File: config.mk
export PLATFORM = sky130hd
export DESIGN_NAME = general_purpose_io_port
export DESIGN_NICKNAME = d
export VERILOG_FILES = /design/src/hdl/general_purpose_io_port.v
export VERILOG_INCLUDE_DIRS = /design/src /design/src/common
export SDC_FILE = /design/constraint.sdc
export NUM_CORES = 1
export LEC_CHECK = 0
export ABC_CLOCK_PERIOD_IN_PS = 2480
export CORE_MARGIN = 2
export CORE_UTILIZATION = 34
export DETAILED_ROUTE_END_ITERATION = 10
export DONT_BUFFER_PORTS = 1
export GPL_TIMING_DRIVEN = 0
export SLEW_MARGIN = 20
export SYNTH_ARGS = -nofsm -noshare
export SYNTH_HDL_FRONTEND = slang
export SYNTH_SLANG_ARGS = --single-unit
File: constraint.sdc
create_clock -name clk -period 2.48 [get_ports clk]
set_input_delay 0.496 -clock clk [delete_from_list [all_inputs] [get_ports clk]]
set_output_delay 0.496 -clock clk [all_outputs]
set_load 0.01 [all_outputs]
File: src/common/gpio_port_defines.vh
`ifndef GPIO_PORT_DEFINES_VH
`define GPIO_PORT_DEFINES_VH

// port width
`define PORT_WIDTH       8

// configuration select codes on cfgSelect
`define CFG_SEL_WIDTH    4
`define CFG_DIRECTION    4'h0
`define CFG_IRQ_SENSE    4'h1
`define CFG_IRQ_BOTH     4'h2
`define CFG_IRQ_EVENT    4'h3
`define CFG_IRQ_MASK     4'h4
`define CFG_ALT_FUNC     4'h5
`define CFG_DRIVE_2MA    4'h6
`define CFG_DRIVE_4MA    4'h7
`define CFG_DRIVE_8MA    4'h8
`define CFG_OPEN_DRAIN   4'h9
`define CFG_PULL_UP      4'hA
`define CFG_PULL_DOWN    4'hB
`define CFG_SLEW_LIMIT   4'hC
`define CFG_DIGITAL_EN   4'hD

// reset values
`define RST_ZERO         8'h00
`define RST_DRIVE_2MA    8'hFF
`define RST_PULL_UP      8'hFF
`define RST_DIGITAL_EN   8'hFF
`define RST_ALT_FUNC     8'h00
`define ALL_PINS         8'hFF

// identification words, index 0..11; values are arbitrary
`define ID_INDEX_WIDTH   4
`define ID_COUNT         12
`define ID_WORD_0        8'h00
`define ID_WORD_1        8'h00
`define ID_WORD_2        8'h00
`define ID_WORD_3        8'h00
`define ID_WORD_4        8'h5A
`define ID_WORD_5        8'h01
`define ID_WORD_6        8'h20
`define ID_WORD_7        8'h03
`define ID_WORD_8        8'h0C
`define ID_WORD_9        8'hA0
`define ID_WORD_10       8'h07
`define ID_WORD_11       8'hC3

`endif

File: src/hdl/general_purpose_io_port.v
`timescale 1ns/10ps
`include "gpio_port_defines.vh"

//Contract
//- direction zero makes a pin input; data bit captures the sampled pad.
//- direction one makes a pin output; data bit drives the pad.
//- data register has 256 addresses; address bits 9:2 mask each access.
//- data write changes only bits whose address mask bit is one.
//- data read returns masked bits, zero where mask bit is zero.
//- all pin interrupts merge into one interrupt output.
//- edge interrupt stays latched until software clears it.
//- sense bit zero selects edge, one selects level detection.
//- in edge mode, both-edges bit one detects either edge and ignores event bit.
//- event bit zero means low or falling, one means high or rising.
//- mask bit zero blocks the pin interrupt, one passes it.
//- raw status sets on trigger condition regardless of mask.
//- masked status is raw status and mask bit together.
//- writing one to clear bit clears latched interrupt; zero does nothing.
//- alternate select one hands the pin to its peripheral.
//- alternate select zero keeps pin under data and direction control.
//- reset makes pins inputs, alternate off except the debug pins.
//- any reset returns every pin, debug pins too, to defaults.
//- per-pin drive 2/4/8 mA, open drain, pulls, input enable, slew.
//- read-only identification words fixed at reset identify the block.
//- data read gives written value for outputs, pad value for inputs.
//- unconnected bits ignore writes; data and status read zero, config bits keep their reset value.
module general_purpose_io_port #(
	parameter [7:0] PIN_PRESENT  = `ALL_PINS,
	parameter [7:0] ALT_FUNC_RST = `RST_ALT_FUNC
) (
	// clock and reset
	input  wire       clk,
	input  wire       arst_n,
	// data register access
	input  wire       dataWrite,
	input  wire       dataRead,
	input  wire [7:0] dataAddrMask,
	input  wire [7:0] dataWrData,
	output reg  [7:0] dataRdData_reg,
	// configuration writes
	input  wire       cfgWrite,
	input  wire [3:0] cfgSelect,
	input  wire [7:0] cfgWrData,
	// interrupt clear and status
	input  wire [7:0] irqClearBits,
	output reg  [7:0] irqRawStatus_reg,
	output reg  [7:0] irqMaskedStatus_reg,
	output reg        irqOut_reg,
	// configuration readback
	output reg  [7:0] pinDirectionBits_reg,
	output reg  [7:0] irqSenseSelect_reg,
	output reg  [7:0] irqBothEdgesSelect_reg,
	output reg  [7:0] irqEventPolarity_reg,
	output reg  [7:0] irqMaskBits_reg,
	output reg  [7:0] altFunctionSelect_reg,
	// pad controls
	output reg  [7:0] drive2maSelect_reg,
	output reg  [7:0] drive4maSelect_reg,
	output reg  [7:0] drive8maSelect_reg,
	output reg  [7:0] openDrainSelect_reg,
	output reg  [7:0] pullUpSelect_reg,
	output reg  [7:0] pullDownSelect_reg,
	output reg  [7:0] slewLimitSelect_reg,
	output reg  [7:0] digitalInputEnable_reg,
	// pads
	input  wire [7:0] padIn,
	output reg  [7:0] padOut_reg,
	output reg  [7:0] padOeN_reg,
	// alternate-function peripherals
	input  wire [7:0] altOut,
	input  wire [7:0] altOe,
	output reg  [7:0] altIn_reg,
	// identification
	input  wire [3:0] identIndex,
	output reg  [7:0] identWord_reg
);

	function [7:0] writeMerge;
		input [7:0] oldValue;
		input [7:0] newValue;
		input [7:0] mask;
		begin
			writeMerge = (oldValue & ~(mask & PIN_PRESENT)) |
				(newValue & mask & PIN_PRESENT);
		end
	endfunction

	function [7:0] identLookup;
		input [3:0] index;
		begin
			case (index)
				4'h0: identLookup = `ID_WORD_0;
				4'h1: identLookup = `ID_WORD_1;
				4'h2: identLookup = `ID_WORD_2;
				4'h3: identLookup = `ID_WORD_3;
				4'h4: identLookup = `ID_WORD_4;
				4'h5: identLookup = `ID_WORD_5;
				4'h6: identLookup = `ID_WORD_6;
				4'h7: identLookup = `ID_WORD_7;
				4'h8: identLookup = `ID_WORD_8;
				4'h9: identLookup = `ID_WORD_9;
				4'hA: identLookup = `ID_WORD_10;
				4'hB: identLookup = `ID_WORD_11;
				default: identLookup = `RST_ZERO;
			endcase
		end
	endfunction

	reg  [7:0] syncFirst_reg;
	reg  [7:0] syncSecond_reg;
	reg  [7:0] syncPrev_reg;
	reg  [7:0] dataValue_reg;
	reg  [7:0] dataValue_next;
	reg  [7:0] irqRaw_next;
	wire [7:0] trigger;
	wire [7:0] sampledIn;
	wire [7:0] cfgMask;

	// input sampling gated by digital input enable
	assign sampledIn = syncSecond_reg & digitalInputEnable_reg;
	assign cfgMask = cfgWrite ? `ALL_PINS : `RST_ZERO;

	genvar i;
	generate
		for (i = 0; i < `PORT_WIDTH; i = i + 1) begin : gTrig
			wire curr = sampledIn[i];
			wire prev = syncPrev_reg[i] & digitalInputEnable_reg[i];
			wire lvl  = irqEventPolarity_reg[i] ? curr : ~curr;
			wire rise = curr & ~prev;
			wire fall = ~curr & prev;
			wire edg  = irqBothEdgesSelect_reg[i] ? (rise | fall) :
				(irqEventPolarity_reg[i] ? rise : fall);
			assign trigger[i] = PIN_PRESENT[i] &
				(irqSenseSelect_reg[i] ? lvl : edg);
		end
	endgenerate

	always @* begin
		// inputs follow pad, outputs take masked writes
		dataValue_next = writeMerge(dataValue_reg, dataWrData,
			dataWrite ? dataAddrMask : `RST_ZERO);
		dataValue_next = (dataValue_next & pinDirectionBits_reg) |
			(sampledIn & ~pinDirectionBits_reg & PIN_PRESENT);
		// set wins over clear; latched until cleared
		irqRaw_next = (irqRawStatus_reg & ~irqClearBits) |
			trigger;
	end

	// synchroniser and edge history
	always @(posedge clk or negedge arst_n) begin
		if (!arst_n) begin
			syncFirst_reg  <= `RST_ZERO;
			syncSecond_reg <= `RST_ZERO;
			syncPrev_reg   <= `RST_ZERO;
		end else begin
			syncFirst_reg  <= padIn;
			syncSecond_reg <= syncFirst_reg;
			syncPrev_reg   <= syncSecond_reg;
		end
	end

	// data register
	always @(posedge clk or negedge arst_n) begin
		if (!arst_n) begin
			dataValue_reg <= `RST_ZERO;
		end else begin
			dataValue_reg <= dataValue_next;
		end
	end

	// masked read; result holds until the next read
	always @(posedge clk or negedge arst_n) begin
		if (!arst_n) begin
			dataRdData_reg <= `RST_ZERO;
		end else if (dataRead) begin
			dataRdData_reg <= dataValue_reg & dataAddrMask &
				PIN_PRESENT;
		end
	end

	// interrupt status and port interrupt
	always @(posedge clk or negedge arst_n) begin
		if (!arst_n) begin
			irqRawStatus_reg    <= `RST_ZERO;
			irqMaskedStatus_reg <= `RST_ZERO;
			irqOut_reg          <= 1'b0;
		end else begin
			irqRawStatus_reg    <= irqRaw_next;
			irqMaskedStatus_reg <= irqRaw_next & irqMaskBits_reg;
			irqOut_reg <= |(irqRaw_next & irqMaskBits_reg);
		end
	end

	// peripheral input and identification readback
	always @(posedge clk or negedge arst_n) begin
		if (!arst_n) begin
			altIn_reg     <= `RST_ZERO;
			identWord_reg <= `RST_ZERO;
		end else begin
			altIn_reg     <= sampledIn & altFunctionSelect_reg;
			identWord_reg <= identLookup(identIndex);
		end
	end

	// pad drive: alternate function or software control
	always @(posedge clk or negedge arst_n) begin
		if (!arst_n) begin
			padOut_reg <= `RST_ZERO;
			padOeN_reg <= `ALL_PINS;
		end else begin
			padOut_reg <= PIN_PRESENT & ~openDrainSelect_reg &
				((altFunctionSelect_reg & altOut) |
				(~altFunctionSelect_reg & dataValue_next));
			padOeN_reg <= ~(PIN_PRESENT &
				((altFunctionSelect_reg & altOe) |
				(~altFunctionSelect_reg & pinDirectionBits_reg)) &
				(~openDrainSelect_reg |
				~((altFunctionSelect_reg & altOut) |
				(~altFunctionSelect_reg & dataValue_next))));
		end
	end

	// configuration registers
	always @(posedge clk or negedge arst_n) begin
		if (!arst_n) begin
			pinDirectionBits_reg   <= `RST_ZERO;
			irqSenseSelect_reg     <= `RST_ZERO;
			irqBothEdgesSelect_reg <= `RST_ZERO;
			irqEventPolarity_reg   <= `RST_ZERO;
			irqMaskBits_reg        <= `RST_ZERO;
			altFunctionSelect_reg  <= ALT_FUNC_RST;
			drive2maSelect_reg     <= `RST_DRIVE_2MA;
			drive4maSelect_reg     <= `RST_ZERO;
			drive8maSelect_reg     <= `RST_ZERO;
			openDrainSelect_reg    <= `RST_ZERO;
			pullUpSelect_reg       <= `RST_PULL_UP;
			pullDownSelect_reg     <= `RST_ZERO;
			slewLimitSelect_reg    <= `RST_ZERO;
			digitalInputEnable_reg <= `RST_DIGITAL_EN;
		end else if (cfgWrite) begin
			case (cfgSelect)
				`CFG_DIRECTION: begin
					pinDirectionBits_reg <=
						writeMerge(pinDirectionBits_reg, cfgWrData, cfgMask);
				end
				`CFG_IRQ_SENSE: begin
					irqSenseSelect_reg <=
						writeMerge(irqSenseSelect_reg, cfgWrData, cfgMask);
				end
				`CFG_IRQ_BOTH: begin
					irqBothEdgesSelect_reg <=
						writeMerge(irqBothEdgesSelect_reg, cfgWrData, cfgMask);
				end
				`CFG_IRQ_EVENT: begin
					irqEventPolarity_reg <=
						writeMerge(irqEventPolarity_reg, cfgWrData, cfgMask);
				end
				`CFG_IRQ_MASK: begin
					irqMaskBits_reg <=
						writeMerge(irqMaskBits_reg, cfgWrData, cfgMask);
				end
				`CFG_ALT_FUNC: begin
					altFunctionSelect_reg <=
						writeMerge(altFunctionSelect_reg, cfgWrData, cfgMask);
				end
				`CFG_DRIVE_2MA: begin
					drive2maSelect_reg <=
						writeMerge(drive2maSelect_reg, cfgWrData, cfgMask);
				end
				`CFG_DRIVE_4MA: begin
					drive4maSelect_reg <=
						writeMerge(drive4maSelect_reg, cfgWrData, cfgMask);
				end
				`CFG_DRIVE_8MA: begin
					drive8maSelect_reg <=
						writeMerge(drive8maSelect_reg, cfgWrData, cfgMask);
				end
				`CFG_OPEN_DRAIN: begin
					openDrainSelect_reg <=
						writeMerge(openDrainSelect_reg, cfgWrData, cfgMask);
				end
				`CFG_PULL_UP: begin
					pullUpSelect_reg <=
						writeMerge(pullUpSelect_reg, cfgWrData, cfgMask);
				end
				`CFG_PULL_DOWN: begin
					pullDownSelect_reg <=
						writeMerge(pullDownSelect_reg, cfgWrData, cfgMask);
				end
				`CFG_SLEW_LIMIT: begin
					slewLimitSelect_reg <=
						writeMerge(slewLimitSelect_reg, cfgWrData, cfgMask);
				end
				`CFG_DIGITAL_EN: begin
					digitalInputEnable_reg <=
						writeMerge(digitalInputEnable_reg, cfgWrData, cfgMask);
				end
				default: ;
			endcase
		end
	end

endmodule // general_purpose_io_port

==> metrics <==
Synth Register Bits between 200 and 250; Max-slew headroom 0.295; root buf cell clkbuf_16; Critical Path AT approximately 3 ns; Die Wd about 160 µm; first drt pass iteration count 4; Slew Viols, Final 0; Initial Utilization 0.345; post-synthesis sequential area ratio 0.627; instance count on the critical path 7; final setup margin -0.170 ns; leakage between 0.004 and 0.005 µW; Final ANT Viol Nets 0; number of global-route vias before repair ~5200; Setup CP Type flip-flop to flip-flop; Synth top area share 0.523; worst hold-check slack -0.309 ns; Hold Violations, Final 185; H-tree depth 1; EDFF count, synth 0; maxcap violations 0; area occupied by multi-input gates about 2800 µm²; Vias/cell just over 5; Async SR Flop Fraction 1.00; area delta synth->final 14.9%; clk sink count between 200 and 250; clock latency on the worst-skew pair 0.50 ns; DR iter-0 viols slightly below 200; Top delay family on crit path compound AO/OA/AOI/OAI gates; most common cell in the netlist dfrtp_1; Num CTS Buffers 22; outcome finished with violations; Synth area leaders dfrtp_1, mux2_2, dfstp_2; clk buf depth 3; Syn Area/Cell 13.6 µm²; Top FF cell, synth dfrtp_1; slew at the pin closest to its max-slew limit between 1 and 1.5 ns; skew final between 0.015 and 0.02 ns; GRT overflow 0; row cnt 56; wire length per cell about 22 µm; first-pass GRT wire length between 30000 and 40000 µm; largest net degree at the start of global routing 202; CTS tree done; RSZ-0062 raised after global routing yes; nature of the critical path endpoint flip-flop; Cell Area, Synth between 8000 and 9000 µm²; Syn. warnings 0; crit path max-delay cell type dfstp_2; failing checks hold timing, setup timing; Worst Hold Class input port to asynchronous set/reset pin; dpl hpwl between 15000 and 20000 µm; CP required between 2 and 3 ns; layout cell share with drive strength beyond 1 0.302; core area 23400 µm²; die area approximately 25000 µm²; Worst path max stage delay just under 0.7 ns; GP Congestion ~0.73; Unique masters post-synth 38; Worst Path Buf+Inv 0; sequential cell area between 5000 and 6000 µm²; total track usage 0.166; I/O pin cnt around 240; crit-path cells nand2_2, ha_2, nor2b_4, a211o_1, a221o_1, a2111o_1, or4_1; Final #Nets ~700; Die H roughly 160 µm; Synth top cells by count dfrtp_1, mux2_2, inv_1, nand2_1, dfstp_2; DR vias between 4000 and 5000; highest clock rate between 300 and 400 MHz; Worst-path clk slew roughly 0.060 ns; fillers around 2200; Tcrit/Tclk final 1.07; Max IR drop VDD around 0.58 mV; Crit Path Max Fanout 6; DRC 0; final wirelength around 21000 µm; fin crit period 2.65 ns; Synth area leader dfrtp_1; Power Density slightly above 1000 nW/µm²; Syn Nets ~680; CP Launch Type flip-flop; setup total negative slack -0.170 ns; antenna violations before repair 0; Mapped Cells between 500 and 600; Final setup viols 1; R2R cell count 7; Final Util 0.397; Port Buffers 0
==> timing repair <==
action                                 4_1_cts  5_1_grt
setup buffers                                1        0
pin swaps                                    4        0
hold buffers                                 1        4
setup endpoints to repair                    1        1
endpoints found under the hold margin      202      205
gates resized for setup                      3        1
==> per-layer routing <==
metal | track usage | routed length [µm] | up-vias
met1 | 0.210 | 8650 | 2508
li1 | - | - | 2127
met5 | 0 | 0 | -
met3 | 0.0501 | 1750 | 24
met4 | 0.0489 | 427 | 0
met2 | 0.275 | 10200 | 161
==> power by group <==
part	switching, µW	internal (µW)	total, µW
clock	1270	1930	3200
combinational	492	649	1140
sequential	1060	4100	5160
total	2820	6680	9500
==> kinds of logic (layout without fill, tap and decap cells) <==
kind of cell               after synthesis  count (layout)  synth area share
xor gates and xnor gates                 5               5           0.00542
buffers and inverters                   53              98            0.0246
DFF                                    201             201             0.627
adders and majority gates               20              20            0.0310
other                                    0               1                 0
and+or+nand+nor                        110             110            0.0720
AOI/OAI and AO/OA                       74              74            0.0596
muxes                                  131             131             0.180
==> path summary, 6_finish.rpt <==
path	from	end	slack, ns
setup / recovery	flip-flop	irqOut_reg	-0.17
hold / removal	arst_n	dataRdData_reg[3]	-0.31
setup reg to reg	flip-flop	irqOut_reg	-0.17
hold reg to reg	syncFirst_reg[7]	syncSecond_reg[7]	0.35
max in group asynchronous	arst_n	asynchronous set/reset pin	2.38
min in group clk	padIn[7]	syncFirst_reg[7]	0.03
==> final cells by class <==
cell class / instances / area share
clock buffer: 36 / 0.0758
timing repair buffer: 6 / 0.00620
antenna: 1 / 0.000269
buffer: 15 / 0.00606
sequential: 201 / 0.546
inverter: 38 / 0.0154
multi-input combinational: 340 / 0.306
tap: 319 / 0.0430
clock inverter: 3 / 0.00162
==> placed cells by master, fill, tap and decap left out, drive strengths merged, types with 2 or more instances in the layout <==
cell type	instances
a22o	2
o21ai	13
a31oi	8
dlygate4sd3	5
and2	8
and4	3
and3	8
a21oi	24
dfstp	32
clkinv	3
ha	20
nor3	3
mux2i	16
or4	2
nor2	14
a21boi	3
nand3b	2
a221o	5
nor2b	15
clkbuf	51
dfrtp	169
nand2b	2
inv	38
nand2	39
nand3	10
xor2	5
a211oi	8
mux2	115
a211o	5
a221oi	3
==> metrics by stage <==
stage | cell area (µm²) | std cells | setup WS (ns) | power, µW
floorplan | 8080 | 594 | 0.0454 | 5840
global route | 9290 | 958 | -0.262 | 10000
finish | 9290 | 959 | -0.170 | 9500
CTS | 9250 | 954 | -0.221 | 9610
detailed placement | 8500 | 913 | -0.346 | 6360
global placement | 8480 | 913 | -0.293 | 6270
Power figures use the tool's default switching activity.
